**config.mk**
```make
export PLATFORM = sky130hd
export DESIGN_NAME = ubt_top
export DESIGN_NICKNAME = d
export VERILOG_FILES = /design/src/rtl/ubt_pkg.sv /design/src/rtl/ubt_top.sv
export VERILOG_INCLUDE_DIRS = /design/src /design/src/rtl
export SDC_FILE = /design/constraint.sdc
export NUM_CORES = 1
export LEC_CHECK = 0
export ABC_AREA = 1
export ABC_CLOCK_PERIOD_IN_PS = 6530
export BUFFER_PORTS_ARGS = -buffer_cell sky130_fd_sc_hd__clkbuf_2
export CAP_MARGIN = 20
export CORE_ASPECT_RATIO = 0.8
export CORE_MARGIN = 4
export CORE_UTILIZATION = 35
export CTS_BUF_LIST = sky130_fd_sc_hd__clkbuf_8
export CTS_CLUSTER_DIAMETER = 30
export DETAILED_ROUTE_END_ITERATION = 8
export PLACE_DENSITY_LB_ADDON = 0.08
export RECOVER_POWER = 50
export SLEW_MARGIN = 5
export SYNTH_ARGS = -nofsm -noshare
export SYNTH_HDL_FRONTEND = slang
export SYNTH_SLANG_ARGS = --single-unit
```
**constraint.sdc**
```tcl
create_clock -name clk_in -period 6.53 [get_ports clk_in]
set_input_delay 0.653 -clock clk_in [delete_from_list [all_inputs] [get_ports clk_in]]
set_output_delay 0.653 -clock clk_in [all_outputs]
set_load 0.01 [all_outputs]
```
**src/rtl/ubt_defines.svh**
```systemverilog
// register map, field positions, reset values and timing counts of the serial transmitter
`ifndef UBT_DEFINES_SVH
`define UBT_DEFINES_SVH
`define UBT_OFF_CTRL_ONE 12'h000
`define UBT_OFF_CTRL_TWO 12'h004
`define UBT_OFF_STATUS 12'h008
`define UBT_OFF_DIVISOR 12'h00c
`define UBT_OFF_TXBUF 12'h010
// serial_control_one fields
`define UBT_C1_GLOBAL 7
`define UBT_C1_WORDLEN 6
`define UBT_C1_PAREN 5
`define UBT_C1_PARTYPE 4
`define UBT_C1_STOP_BIT_SELECT 3
`define UBT_C1_BREAK 2
`define UBT_C1_NINTH 0
// serial_control_two fields
`define UBT_C2_TRANSMIT_ENABLE 7
`define UBT_C2_RECEIVE_ENABLE 6
`define UBT_C2_SPEED 5
`define UBT_C2_TRANSMIT_EMPTY_IRQ_ENABLE 0
// serial_status_register fields
`define UBT_ST_TXEMPTY 0
`define UBT_ST_TXIDLE 1
`define UBT_ST_RXIDLE 2
// reset values
`define UBT_RST_BYTE 8'h00
`define UBT_RST_DIVISOR 8'h00
// baud prescale: last step of 64 (low speed) or 16 (high speed)
`define UBT_PRE_LOW 6'h3f
`define UBT_PRE_HIGH 6'h0f
// frame lengths in bits: start + word + stop_bit_select
`define UBT_LEN_BASE 4'h1
`define UBT_WORD8 4'h8
`define UBT_WORD9 4'h9
`define UBT_STOP1 4'h1
`define UBT_STOP2 4'h2
`define UBT_FRAME_IDLE 12'hfff
`endif

```
**src/rtl/ubt_pkg.sv**
```systemverilog
// types of the serial baud generator and transmitter
package ubt_pkg;
   typedef struct packed {
      logic global_en;
      logic word9;
      logic par_en;
      logic par_odd;
      logic stop2;
      logic brk;
      logic ninth;
   } ubt_ctrl_one_t;

   typedef struct packed {
      logic tx_en;
      logic rx_en;
      logic speed_hi;
      logic transmit_empty_irq_enable;
   } ubt_ctrl_two_t;

   typedef struct packed {
      ubt_ctrl_one_t c1;
      ubt_ctrl_two_t c2;
      logic [7:0] divisor;
      logic [7:0] timer;
      logic [5:0] presc;
      logic [8:0] txbuf;
      logic buf_full;
      logic [11:0] shift;
      logic [3:0] bits_left;
      logic busy;
      logic empty_flag;
      logic idle_flag;
      logic armed;
      logic line;
      logic irq;
      logic [31:0] prdata;
      logic pslverr;
      logic ack;
   } ubt_state_t;
endpackage : ubt_pkg

```
**src/rtl/ubt_top.sv**
```systemverilog
// serial baud generator, frame format control and transmit path with an APB slave
`include "ubt_defines.svh"

module ubt_top (
   // clock and reset
   input wire logic clk_in,
   input wire logic rst_in,
   // apb slave
   input wire logic psel_in,
   input wire logic penable_in,
   input wire logic pwrite_in,
   input wire logic [11:0] paddr_in,
   input wire logic [31:0] pwdata_in,
   output logic [31:0] prdata_out,
   output logic pready_out,
   output logic pslverr_out,
   // serial line
   output logic tx_out,
   output logic tx_oe_out,
   output logic rx_en_out,
   // transmit empty request
   output logic tx_irq_out
);
   ubt_pkg::ubt_state_t state_ff;
   ubt_pkg::ubt_state_t nxt_state;

   function automatic logic [12:0] build_frame(input logic [8:0] w,
                                               input ubt_pkg::ubt_ctrl_one_t c);
      logic [11:0] fr;
      logic [8:0] word;
      logic par;
      fr = `UBT_FRAME_IDLE;
      word = w;
      par = c.word9 ? ^w[7:0] : ^w[6:0];
      if (c.par_odd) begin
         par = ~par;
      end
      if (c.par_en) begin
         if (c.word9) begin
            word[8] = par;
         end else begin
            word[7] = par;
         end
      end
      if (c.word9) begin
         fr[9:1] = word;
      end else begin
         fr[8:1] = word[7:0];
      end
      // start bit; the stop positions keep the idle level
      fr[0] = 1'b0;
      return {1'b0, fr};
   endfunction : build_frame

   function automatic logic [3:0] frame_len(input ubt_pkg::ubt_ctrl_one_t c);
      frame_len = `UBT_LEN_BASE + (c.word9 ? `UBT_WORD9 : `UBT_WORD8)
                  + (c.stop2 ? `UBT_STOP2 : `UBT_STOP1);
   endfunction : frame_len

   logic apb_wr;
   logic apb_first;
   logic apb_done;
   logic hit;
   logic [5:0] presc_last;
   logic bit_tick;
   logic tx_on;
   logic [12:0] frame;

   always_comb begin
      nxt_state = state_ff;
      // one wait state: the register is read at the first access edge so that read data
      // comes from flip-flops, and writes take effect at the edge that sees pready high
      apb_first = psel_in & penable_in & ~state_ff.ack;
      apb_done = psel_in & penable_in & state_ff.ack;
      apb_wr = apb_done & pwrite_in;
      nxt_state.ack = apb_first;
      hit = 1'b0;
      frame = 13'h0000;
      presc_last = state_ff.c2.speed_hi ? `UBT_PRE_HIGH : `UBT_PRE_LOW;
      bit_tick = (state_ff.timer == state_ff.divisor) && (state_ff.presc == presc_last);
      tx_on = state_ff.c1.global_en & state_ff.c2.tx_en;
      // free-running divisor timer feeding the prescaler
      if (state_ff.timer == state_ff.divisor) begin
         nxt_state.timer = `UBT_RST_DIVISOR;
         nxt_state.presc = (state_ff.presc == presc_last) ? 6'h00 : state_ff.presc + 6'h01;
      end else begin
         nxt_state.timer = state_ff.timer + 8'h01;
      end
      // shift out one bit per baud period, LSB first
      if (state_ff.busy && bit_tick) begin
         if (state_ff.bits_left == 4'h1) begin
            nxt_state.busy = 1'b0;
            nxt_state.idle_flag = 1'b1;
         end else begin
            nxt_state.shift = {1'b1, state_ff.shift[11:1]};
            nxt_state.bits_left = state_ff.bits_left - 4'h1;
         end
      end
      // reload only once the stop bits are out
      if (!nxt_state.busy && state_ff.buf_full && tx_on) begin
         frame = build_frame(state_ff.txbuf, state_ff.c1);
         nxt_state.shift = frame[11:0];
         nxt_state.bits_left = frame_len(state_ff.c1);
         nxt_state.busy = 1'b1;
         nxt_state.buf_full = 1'b0;
         nxt_state.empty_flag = 1'b1;
         // restart the baud phase so the start bit is a full period
         nxt_state.timer = `UBT_RST_DIVISOR;
         nxt_state.presc = 6'h00;
      end
      // apb access
      nxt_state.pslverr = 1'b0;
      nxt_state.prdata = 32'h0000_0000;
      if (apb_first || apb_done) begin
         case (paddr_in)
            `UBT_OFF_CTRL_ONE: begin
               hit = 1'b1;
               nxt_state.prdata[`UBT_C1_GLOBAL] = state_ff.c1.global_en;
               nxt_state.prdata[`UBT_C1_WORDLEN] = state_ff.c1.word9;
               nxt_state.prdata[`UBT_C1_PAREN] = state_ff.c1.par_en;
               nxt_state.prdata[`UBT_C1_PARTYPE] = state_ff.c1.par_odd;
               nxt_state.prdata[`UBT_C1_STOP_BIT_SELECT] = state_ff.c1.stop2;
               nxt_state.prdata[`UBT_C1_BREAK] = state_ff.c1.brk;
               nxt_state.prdata[`UBT_C1_NINTH] = state_ff.c1.ninth;
               if (apb_wr) begin
                  nxt_state.c1.global_en = pwdata_in[`UBT_C1_GLOBAL];
                  nxt_state.c1.word9 = pwdata_in[`UBT_C1_WORDLEN];
                  nxt_state.c1.par_en = pwdata_in[`UBT_C1_PAREN];
                  nxt_state.c1.par_odd = pwdata_in[`UBT_C1_PARTYPE];
                  nxt_state.c1.stop2 = pwdata_in[`UBT_C1_STOP_BIT_SELECT];
                  nxt_state.c1.brk = pwdata_in[`UBT_C1_BREAK];
                  nxt_state.c1.ninth = pwdata_in[`UBT_C1_NINTH];
               end
            end
            `UBT_OFF_CTRL_TWO: begin
               hit = 1'b1;
               nxt_state.prdata[`UBT_C2_TRANSMIT_ENABLE] = state_ff.c2.tx_en;
               nxt_state.prdata[`UBT_C2_RECEIVE_ENABLE] = state_ff.c2.rx_en;
               nxt_state.prdata[`UBT_C2_SPEED] = state_ff.c2.speed_hi;
               nxt_state.prdata[`UBT_C2_TRANSMIT_EMPTY_IRQ_ENABLE] = state_ff.c2.transmit_empty_irq_enable;
               if (apb_wr) begin
                  nxt_state.c2.tx_en = pwdata_in[`UBT_C2_TRANSMIT_ENABLE];
                  nxt_state.c2.rx_en = pwdata_in[`UBT_C2_RECEIVE_ENABLE];
                  nxt_state.c2.speed_hi = pwdata_in[`UBT_C2_SPEED];
                  nxt_state.c2.transmit_empty_irq_enable = pwdata_in[`UBT_C2_TRANSMIT_EMPTY_IRQ_ENABLE];
               end
            end
            `UBT_OFF_STATUS: begin
               hit = 1'b1;
               nxt_state.prdata[`UBT_ST_TXEMPTY] = state_ff.empty_flag;
               nxt_state.prdata[`UBT_ST_TXIDLE] = state_ff.idle_flag;
               // receiver is outside this block and always reads idle
               nxt_state.prdata[`UBT_ST_RXIDLE] = 1'b1;
               if (apb_done) begin
                  nxt_state.armed = 1'b1;
               end
            end
            `UBT_OFF_DIVISOR: begin
               hit = 1'b1;
               nxt_state.prdata[7:0] = state_ff.divisor;
               if (apb_wr) begin
                  nxt_state.divisor = pwdata_in[7:0];
               end
            end
            `UBT_OFF_TXBUF: begin
               hit = 1'b1;
               // a pending character is overwritten by a later write unless a status read came before the first write
               if (apb_wr && state_ff.empty_flag) begin
                  nxt_state.txbuf = {state_ff.c1.ninth, pwdata_in[7:0]};
                  nxt_state.buf_full = 1'b1;
                  if (state_ff.armed) begin
                     nxt_state.empty_flag = 1'b0;
                     nxt_state.idle_flag = 1'b0;
                  end
                  nxt_state.armed = 1'b0;
               end
            end
            default: begin
               hit = 1'b0;
            end
         endcase
         // the answer of the first access edge stands in the cycle that pready marks
         if (apb_first) begin
            nxt_state.pslverr = ~hit;
         end else begin
            nxt_state.prdata = 32'h0000_0000;
         end
      end
      // transmit disable aborts the frame the buffer is emptied only as the enable
      // falls, so a character written while disabled waits for the enable
      if (!nxt_state.c2.tx_en) begin
         nxt_state.busy = 1'b0;
         if (state_ff.c2.tx_en) begin
            nxt_state.buf_full = 1'b0;
            nxt_state.empty_flag = 1'b1;
         end
      end
      // global disable resets transfer state and clears tx_en, rx_en and brk, keeps the rest of the config
      if (!nxt_state.c1.global_en) begin
         nxt_state.c2.tx_en = 1'b0;
         nxt_state.c2.rx_en = 1'b0;
         nxt_state.c1.brk = 1'b0;
         nxt_state.busy = 1'b0;
         nxt_state.buf_full = 1'b0;
         nxt_state.empty_flag = 1'b1;
         nxt_state.idle_flag = 1'b1;
         nxt_state.armed = 1'b0;
      end
      // line rests high outside a frame
      nxt_state.line = nxt_state.busy ? nxt_state.shift[0] : 1'b1;
      nxt_state.irq = nxt_state.empty_flag & nxt_state.c2.transmit_empty_irq_enable;
   end

   always_ff @(posedge clk_in or posedge rst_in) begin
      if (rst_in) begin
         state_ff <= '0;
         state_ff.empty_flag <= 1'b1;
         state_ff.idle_flag <= 1'b1;
         state_ff.line <= 1'b1;
      end else begin
         state_ff <= nxt_state;
      end
   end

   assign prdata_out = state_ff.prdata;
   assign pready_out = state_ff.ack;
   assign pslverr_out = state_ff.pslverr;
   assign tx_out = state_ff.line;
   assign tx_oe_out = state_ff.c1.global_en & state_ff.c2.tx_en;
   assign rx_en_out = state_ff.c1.global_en & state_ff.c2.rx_en;
   assign tx_irq_out = state_ff.irq;
endmodule : ubt_top

```
; ---- Word-level counts from Yosys, hierarchy flattened
; Index checks and enable logic that the tools add are counted.
[word_totals]
input_bits = 49
wordCells = 133
out_inout_bits = 38
ff_bits = 99
[op_classes]
reduce_logical = 21
n_eq_ne = 15
mux = 54
bitwise = 10
n_addsub = 5
[ops]
columns = op, n
row1 = 2-to-1 mux 19 bit, 2
row2 = 2-to-1 mux 8 bit, 4
row3 = "equality test 12 x 4 -> 1 bit, second input constant", 2
row4 = 2-to-1 mux 1 bit, 22
row5 = 2-to-1 mux 6 bit, 3
row6 = AND reduction 3 bit, 6
row7 = 2-to-1 mux 17 bit, 1
row8 = 2-to-1 mux 16 bit, 1
row9 = 2-to-1 mux 14 bit, 1
row10 = 2-to-1 mux 7 bit, 2
row11 = "equality test 12 x 3 -> 1 bit, second input constant", 1
row12 = "equality test 12 x 5 -> 1 bit, second input constant", 1
row13 = zero test 12 bit, 1
row14 = 2-to-1 mux 2 bit, 6
row15 = 2-to-1 mux 4 bit, 3
row16 = "inequality test 2 x 1 -> 1 bit, second input constant", 5
row17 = 2-to-1 mux 9 bit, 1
row18 = case mux 3 bit (3 select lines), 1
row19 = "adder 8 x 1 -> 8 bit, second input constant", 1
row20 = equality test 8 bit, 1
row21 = XOR reduction 8 bit, 1
row22 = bitwise AND 1 bit, 7
row23 = XOR reduction 7 bit, 1
row24 = "adder 6 x 1 -> 6 bit, second input constant", 1
row25 = other kinds (20), 30

; ---- Depth between registers and ports, before layout
; Gate-level depths: netlist (run 1).
[logic_depth]
word_depth = 17
mapped_depth = 12
depth_no_buf = 12

; ---- Worst setup path before layout (run 1)
; Ideal clock, no wire load.
[synth_path]
path_type = in2reg
from = in paddr_in[1]
to = reg state_ff[56] (netlist name)
arrival_ns = 1.763
required_ns = 6.452
path_buffers = 0
setup_slack_ns = 4.689
setup_ns = 0.078
stages = 10
path_cell_list = nor2_1 -> inv_2 -> nor3_4 -> nand3_1 -> inv_1 -> nand2_1 -> nand2_2 -> inv_1 -> nor2_1 -> a21boi_1
[synth_lines]
columns = item, line
row1 = start: declaration, ubt_top.sv:12  ; input wire logic [11:0] paddr_in,
row2 = end signal: assignment, ubt_top.sv:221  ; state_ff <= nxt_state;
row3 = end: declaration, ubt_top.sv:24  ; ubt_pkg::ubt_state_t state_ff;

==> results of run 1 <==
## metal layers
| metal | wire, um | vias up | part of all wire, % |
|---|---|---|---|
| met4 | 99 | 0 | 1.1 |
| met1 | 4810 | 1457 | 52 |
| met3 | 355 | 11 | 3.8 |
| met2 | 4000 | 55 | 43 |
| li1 | - | 1613 | - |
| met5 | 0 | - | 0 |
## cell usage in the layout, fill, tap and decap left out, types with 2 or more instances in the layout
| cell type | instances |
|---|---|
| dfrtp_1 | 72 |
| conb_1 | 24 |
| nor2_1 | 39 |
| bufinv_16 | 3 |
| inv_2 | 2 |
| dfstp_2 | 3 |
| o21ai_1 | 3 |
| clkbuf_1 | 7 |
| o22ai_1 | 3 |
| xor2_1 | 8 |
| inv_1 | 72 |
| xnor2_1 | 4 |
| nand3b_1 | 4 |
| a21oi_1 | 10 |
| clkinv_1 | 2 |
| nand3_1 | 39 |
| o21ai_0 | 34 |
| nand4_1 | 4 |
| ha_1 | 6 |
| nor3_1 | 5 |
| clkbuf_2 | 32 |
| nand2_1 | 143 |
| clkbuf_8 | 9 |
| clkinv_2 | 3 |
## flip-flops by register name, indices dropped and copies added (netlist names)
signal,flops
state_ff,63
prdata_out,8
pready_out,1
pslverr_out,1
tx_irq_out,1
tx_out,1
## cell type report
| class | instances | share of cell area (%) |
|---|---|---|
| inverters | 76 | 6.45 |
| repair buffers | 40 | 4.81 |
| clock inverters | 7 | 2.45 |
| clock buffers | 9 | 2.79 |
| multi-input cells | 344 | 37.1 |
| flip-flops and latches | 75 | 42.3 |
| well taps | 144 | 4.05 |
## through the flow
step / power [uW] / utilization (%) / std cells / cell area (um^2) / hold WS [ns]
6_report: 1040 / 40.2 / 695 / 4440 / 0.456
5_1_grt: 1090 / 40.2 / 695 / 4440 / 0.498
4_1_cts: 1050 / 40.0 / 694 / 4430 / 0.458
3_5_place_dp: 621 / 37.9 / 678 / 4200 / 0.439
3_3_place_gp: 619 / 37.9 / 678 / 4200 / 0.439
2_1_floorplan: 601 / - / 535 / 4110 / 0.421
## how the worst min path moves through the flow
stage	from	slack (ns)	cells past startpoint	end
after global routing	state_ff[55]	0.50	2	state_ff[55]
after floorplan	state_ff[55]	0.42	2	state_ff[55]
after detailed placement	state_ff[55]	0.44	2	state_ff[55]
after global placement	state_ff[55]	0.44	2	state_ff[55]
final	state_ff[55]	0.46	2	state_ff[55]
after CTS	state_ff[55]	0.46	2	state_ff[55]
## cells by family after synthesis
logic type / after synthesis / synth area share (%)
compound gates: 57 / 7.90
buf+inv: 116 / 14.4
other cells: 1 / 0.0932
xor+xnor: 12 / 2.61
fa+ha+maj: 6 / 1.87
flops: 75 / 46.7
simple gates: 245 / 26.4
## worst max-delay path: stages
cell and delay (ns):
clkbuf_2 0.08, nor2_1 0.09, nand2_1 0.11, nor2_1 0.56, nand3_1 0.53, inv_1 0.15, nand2_1 0.10, nand2_2 0.13
inv_1 0.09, nor2_1 0.17, a21boi_1 0.18
## report_power, final
group	switching (uW)	internal [uW]
Sequential	20.2	486
Combinational	63.6	43.4
Clock	172	251
Total	256	780
==> results.cfg, run 1 <==
[yosys]
ys_seq_area_share_pct = 46.7
ys_types = 41
synth_area_leaders = dfrtp_1 (45%), nand2_1 (13%), inv_1 (6.7%), buf_4 (6.0%), nand3_1 (4.9%)
ys_seq_elements = 75
postSynth.asyncResetShare_pct = 100
yosys.area.top_type = dfrtp_1
synth_edf_count = 0
ys_top_cells_by_count = nand2_1 (143), dfrtp_1 (72), inv_1 (72)
synth_ff_type = dfrtp_1
synth_most_common_cell = nand2_1
ys_warn_count = 0
syn_inst = 512
syn-cell-area_mm2 = 0.00402
synth_top_area_share_pct = 44.8
avgSynthCellArea_um2 = 7.86

[detailed_routing]
viasPerCell = 4.51
route.detailed.drc = 0
wire_per_inst_um = 13.3
vias = 3136
ant_nets = 0
drtIter0Drc = 217
routed_wl_um = 9270
first_pass_iters = 5

[worst_setup_path]
r2r-end = state_ff[71]
end_kind = register
worstPathRequired_ns = 6.79
rrSetupSlack_ns = 4.12
endpoint = state_ff[56]
ff2ff_path_depth = 9
reg2reg_from = state_ff[66]
startpoint_type = input port
cp.arrival_ns = 2.84
crit_fanout = 13
path_class = in2reg
critPathLaunch = paddr_in[11]

[final_layout]
syn_to_final_growth_pct = 10.4
drive_gt1_share_pct = 11.4
nFillCells = 1202
fin_nets = 601
multiInputGateArea_mm2 = 0.00165
antennaDiodeCount = 0
register_area_mm2 = 0.00188

[global_route]
grt_max_degree = 76
gr-usage-met3_pct = 3.64
antenna_found_initial = 0
gr-usage-all-layers_pct = 14.9
grt_pass1_vias = 3068
grt_pass1_wl_um = 15600
grt_use_met1_pct = 22.4
grt.busiest_layer = met1
grt_overflow = 0
use_met2_pct = 21.3

[run]
cap_violations = 0

[timing]
fmax_mhz = 389
fin_tns_setup_ns = 0
fin_worst_skew_ns = 0.0107
tightest_slew_ns = 1.32
drv_slew = 0
slew_headroom_pct = 12.0
fin_crit_sh_pct = 39.4
rsz0062_at_grt = false
fin_crit_ns = 2.57
setup_viol = 0
hold_viol_final = 0
setup_ws_ns = 3.96

[placed_design]
port_buffers = 38
hpwl_um = 6990
gp_congestion = 0.801
pre_cts_slack_ns = 3.65

[cts]
cts_buffers = 9
cts_root_buffer = clkbuf_8
cts_resized = 0
clkTransAtPathRegs_ns = 0.08
cts_htree_levels = 3
tritoncts = yes
clock_latency_ns = 0.35
cts_setup_buffers = 0
ctsLongestPathBuffers = 2
cts_num_sinks = 75
ctsHoldBuffers = 0

[outcome]
status = finished clean

[floorplan]
core_area_mm2 = 0.0111
chipWidth_um = 128
std_cell_rows = 34
dieHeight_um = 104
start_util_pct = 36.4
ios = 87
die_area_mm2 = 0.0133

[power]
p_per_area_mw_per_mm2 = 233
peakVddDrop_uv = 111
power_leakage_uw = 0.00232

[min_path]
hold_class = reg2reg
Note: power is estimated with default switching activity, not from simulation.
==> inputs of run 2 (changes only) <==
ABC_AREA = 0   (was 1)
ABC_CLOCK_PERIOD_IN_PS = 2200   (was 6530)
clock period = 2.2 ns   (was 6.53 ns; I/O delays follow)
==> run 2 against run 1 <==
  * Synthesized area is 0.84% higher
  * Die area is 0.78% higher
  * Via count is 7.7% lower
  * Count of clock-buffer cells in the layout stayed put
  * Sequential share of layout area is 3.8 points lower
  * Combinational power grew to 4.4 times the previous value
  * Critical path depth is 4 lower
  * Hold slack worse by 0.32 ns
  * Global-route usage is 0.17 points higher
  * Wire length is 2.7% higher
  * Core utilization is 3.8 points higher
  * Sequential power grew to 3.0 times the previous value
  * Largest cell class is now multi-input combinational cells
==> results.cfg, run 2 <==
[outcome]
status = finished clean

[worst_setup_path]
startpoint_type = register
rrSetupSlack_ns = 0.09
reg2reg_from = state_ff[66]
critPathLaunch = state_ff[66]
path_class = reg2reg
crit_fanout = 5
r2r-end = tx_irq_out
ff2ff_path_depth = 7
worstPathRequired_ns = 2.48
cp.arrival_ns = 2.39
end_kind = register

[timing]
fmax_mhz = 473
hold_viol_final = 0
fin_crit_ns = 2.11
setup_viol = 0
fin_crit_sh_pct = 96.1
setup_ws_ns = 0.0856
tightest_slew_ns = 1.41
slew_headroom_pct = 6.12
fin_worst_skew_ns = 0.0120
drv_slew = 0

[global_route]
grt_overflow = 0
grt_pass1_wl_um = 15800
grt_pass1_vias = 3013
grt_max_degree = 36
antenna_found_initial = 0
gr-usage-all-layers_pct = 15.1

[yosys]
synth_most_common_cell = dfrtp_1
ys_warn_count = 0
ys_top_cells_by_count = dfrtp_1 (72), buf_4 (33), nor2_1 (30)
syn-cell-area_mm2 = 0.00406
postSynth.asyncResetShare_pct = 100
ys_seq_area_share_pct = 46.3
synth_top_area_share_pct = 44.4
synth_area_leaders = dfrtp_1 (44%), mux2_2 (6.4%), buf_4 (6.1%), mux2i_1 (3.2%), xnor2_2 (3.2%)
yosys.area.top_type = dfrtp_1
synth_edf_count = 0
ys_types = 59
ys_seq_elements = 75
syn_inst = 378
avgSynthCellArea_um2 = 10.7
synth_ff_type = dfrtp_1

[detailed_routing]
drtIter0Drc = 151
route.detailed.drc = 0
first_pass_iters = 4
routed_wl_um = 9520
viasPerCell = 4.79
wire_per_inst_um = 15.8
vias = 2893
ant_nets = 0

[cts]
cts_buffers = 9
ctsLongestPathBuffers = 2
clock_latency_ns = 0.36
cts_root_buffer = clkbuf_8
tritoncts = yes
clkTransAtPathRegs_ns = 0.08
cts_num_sinks = 75
cts_htree_levels = 3

[power]
p_per_area_mw_per_mm2 = 685
peakVddDrop_uv = 287
power_leakage_uw = 0.00228

[final_layout]
final_cell_area_mm2 = 0.00488
final_core_util_pct = 44.0
antennaDiodeCount = 0
register_area_mm2 = 0.00188
drive_gt1_share_pct = 32.0
final_common_cell = dfrtp_1
nFillCells = 1086
final_cell_mix = dfrtp_1 (71), buf_4 (45), nor2_1 (29)
top_register = state_ff
largest_reg_flops = 63
fin_nets = 510
multiInputGateArea_mm2 = 0.00195
syn_to_final_growth_pct = 20.3

[floorplan]
core_area_mm2 = 0.0111
start_util_pct = 36.5
ios = 87
std_cell_rows = 34
dieHeight_um = 104
die_area_mm2 = 0.0134
chipWidth_um = 128

[min_path]
min_path_cells = 3
min_from = paddr_in[4]
whs_endpoint = pslverr_out
hold_class = in2reg

[placed_design]
dpl-instance-area_mm2 = 0.00454
hpwl_um = 7170
gp_congestion = 0.771
pre_cts_slack_ns = -0.0908
port_buffers = 38

[run]
cap_violations = 0
## run 2: changes by cell type after synthesis, sizes merged, moves of 13 or more
| cell | previous run | this run |
|---|---|---|
| nand2 | 144 | 21 |
| inv | 74 | 17 |
| mux2 | 0 | 24 |
| o21ai | 37 | 13 |
| nand3 | 41 | 19 |
| xnor2 | 4 | 18 |
| mux2i | 0 | 13 |
## run 2: worst max path at each step
stage | to | slack, ns
after floorplan | prdata_out[0] | 0.07
after global placement | state_ff[40] | -0.06
after detailed placement | state_ff[40] | -0.09
after CTS | tx_irq_out | 0.008
after global routing | state_ff[41] | -0.007
final | tx_irq_out | 0.09
## run 2: layout make-up
class                   instances  share of cell area, %
flip-flops and latches         75                   38.6
clock inverters                 7                   2.72
multi-input cells             267                   40.0
clock buffers                   9                   2.54
inverters                      17                   1.31
well taps                     144                   3.69
repair buffers                 85                   11.2
## run 2: logic make-up after synthesis
kind of cell,share of synthesized area (%)
flip-flops,46.3
other,0.0924
AO/OA/AOI/OAI,8.76
multiplexers,10.5
XOR/XNOR,6.44
adder cells (fa/ha/maj),1.85
AND/OR/NAND/NOR,17.2
buffers and inverters,8.76
## run 2: worst max-delay path, stage by stage, from the launching register on
cell and delay [ns]:
dfrtp_1 0.35, ha_1 0.18, and3_4 0.21, o21ai_2 0.08
buf_4 0.17, o41a_1 0.48, or3_4 0.38, a31oi_4 0.20
## run 2: repair_timing
action | in CTS | in global routing
pin swaps | 3 | 2
hold buffers | 1 | 0
setup endpoints to repair | 9 | 10
resized for setup | 2 | 9
setup buffers | 3 | 1
endpoints found under the hold margin | 32 | 0
## run 2: per-stage QoR
stage | setup TNS, ns | std cells | total power [uW] | hold WS [ns]
after floorplan | 0 | 401 | 1810 | 0.356
after global placement | -0.136 | 583 | 1950 | 0.319
after detailed placement | -0.250 | 583 | 1960 | 0.315
after CTS | 0 | 603 | 3350 | 0.134
after global routing | -0.00729 | 604 | 3510 | 0.145
final | 0 | 604 | 3350 | 0.134
## run 2: routing by layer
metal,up-vias,share of wire (%),global-route usage (%)
met2,63,44,22.0
met1,1395,50,21.8
met5,-,0,0
met4,0,1.7,4.62
li1,1422,-,-
met3,13,3.9,3.85
## run 2: power breakdown
| group | leakage, uW | switching (uW) | internal [uW] |
|---|---|---|---|
| logic | 0.00113 | 239 | 228 |
| registers | 0.00102 | 57.1 | 1440 |
| clock network | 0.000136 | 522 | 858 |
==> inputs of run 3 (changes only) <==
SETUP_SLACK_MARGIN = 0.2   (was unset)
==> run 3 against run 2 <==
  * Wire length fell by 2.6%
  * Combinational power fell by 5.4%
  * Flip-flop and latch count did not move
  * First-iteration DRC count fell by 18%
  * Maximum frequency rose by 1.6%
  * Core utilization fell by 0.48 points
  * Final cell count fell by 2.2%
  * Hold slack improved by 0.025 ns
  * Largest cell class unchanged
==> results.cfg, run 3 (same netlist as run 2, synthesis figures left out) <==
[outcome]
status = finished clean

[worst_setup_path]
reg2reg_from = state_ff[41]
r2r-end = tx_irq_out
rrSetupSlack_ns = 0.12
end_kind = register
ff2ff_path_depth = 6
path_class = reg2reg
worstPathRequired_ns = 2.46
crit_fanout = 3
cp.arrival_ns = 2.34
startpoint_type = register

[min_path]
whs_endpoint = state_ff[58]
min_path_cells = 2
min_from = pwdata_in[1]
hold_class = in2reg

[floorplan]
core_area_mm2 = 0.0111
die_area_mm2 = 0.0134
dieHeight_um = 104
start_util_pct = 36.5
chipWidth_um = 128
ios = 87
std_cell_rows = 34

[final_layout]
fin_nets = 497
antennaDiodeCount = 0
syn_to_final_growth_pct = 19.0
final_cell_area_mm2 = 0.00483
final_cell_mix = dfrtp_1 (71), nor2_1 (26), clkbuf_2 (26)
nFillCells = 1070
top_register = state_ff
drive_gt1_share_pct = 32.4
largest_reg_flops = 63
final_common_cell = dfrtp_1
final_core_util_pct = 43.5

[power]
pwr-share-seq_pct = 50.0
peakVddDrop_uv = 300
comb_power_share_pct = 14.7
pwr-share-clk_pct = 35.4
p_sw_share_pct = 26.2
p_int_uw = 2220
p_per_area_mw_per_mm2 = 624
power_leakage_uw = 0.00221
power_switching_uw = 790

[placed_design]
dpl-instance-area_mm2 = 0.00439
gp_congestion = 0.741
port_buffers = 38
hpwl_um = 6860

[cts]
cts_num_sinks = 75
cts_buffers = 9
cts_root_buffer = clkbuf_8
clock_latency_ns = 0.35
cts_htree_levels = 3
tritoncts = yes
clkTransAtPathRegs_ns = 0.08
ctsLongestPathBuffers = 2

[global_route]
antenna_found_initial = 0
grt_pass1_wl_um = 15500
grt_pass1_vias = 2808
grt_max_degree = 30
gr-usage-all-layers_pct = 14.8
grt_overflow = 0

[detailed_routing]
route.detailed.drc = 0
drtIter0Drc = 124
first_pass_iters = 4
ant_nets = 0
vias = 2856
wire_per_inst_um = 15.7
routed_wl_um = 9280
viasPerCell = 4.83

[timing]
tightest_slew_ns = 1.38
fmax_mhz = 481
drv_slew = 0
hold_viol_final = 0
fin_tns_setup_ns = 0
fin_worst_skew_ns = 0.00781
fin_crit_ns = 2.08
fin_crit_sh_pct = 94.6
rsz0062_at_grt = true
slew_headroom_pct = 7.63
setup_viol = 0

[run]
cap_violations = 0
==> run 3: how the worst max path moves through the flow <==
| stage | from | slack [ns] | to | cells after the start |
|---|---|---|---|---|
| CTS | state_ff[41] | 0.13 | tx_irq_out | 6 |
| detailed placement | state_ff[41] | 0.03 | tx_irq_out | 6 |
| global route | state_ff[41] | 0.06 | state_ff[41] | 7 |
| global placement | state_ff[41] | 0.09 | tx_irq_out | 6 |
| floorplan | state_ff[41] | 0.14 | state_ff[40] | 6 |
| finish | state_ff[41] | 0.12 | tx_irq_out | 6 |
==> run 3: repair_timing <==
item	CTS	global route
setup endpoints to repair	15	35
hold buffers	1	0
resized for setup	18	18
endpoints found under the hold margin	26	0
pin swaps	8	8
buffers inserted	10	5
cloned	0	0
==> run 3: routing by layer <==
layer,wire length [um],global-route usage (%),part of all wire [%],vias to the layer above
li1,-,-,-,1387
met2,3920,20.5,42,61
met1,4840,22.4,52,1399
met3,412,4.06,4.4,9
met4,98,3.86,1.1,0
met5,0,0,0,-
==> run 3: critical path, stage by stage (launching register included) <==
cell	delay, ns
dfrtp_1	0.40
inv_2	0.08
ha_4	0.12
or3b_4	0.39
o41a_1	0.43
or3_4	0.38
a31oi_1	0.19
==> run 3: metrics by stage <==
stage	hold WS (ns)	std cells	total power, uW	worst slack (ns)
2_1_floorplan	0.356	401	1810	0.137
3_3_place_gp	0.339	559	1880	0.0859
3_5_place_dp	0.342	559	1890	0.0304
4_1_cts	0.139	586	2980	0.128
5_1_grt	0.140	591	3200	0.0567
6_report	0.160	591	3010	0.120
==> run 3: power groups by stage <==
stage,Combinational (uW),Sequential (uW),Clock [uW]
final,442,1510,1070
after CTS,365,1510,1100
after floorplan,293,1520,0
after detailed placement,356,1530,0
after global routing,504,1520,1180
after global placement,348,1530,0
==> run 3: cell type report <==
cell class / instances / area [um^2] / share of cell area (%)
multi-input combinational: 267 / 2010 / 41.7
sequential: 75 / 1880 / 39.0
timing repair buffer: 72 / 488 / 10.1
tap: 144 / 180 / 3.73
clock buffer: 11 / 151 / 3.14
inverter: 17 / 65.1 / 1.35
clock inverter: 5 / 46.3 / 0.959
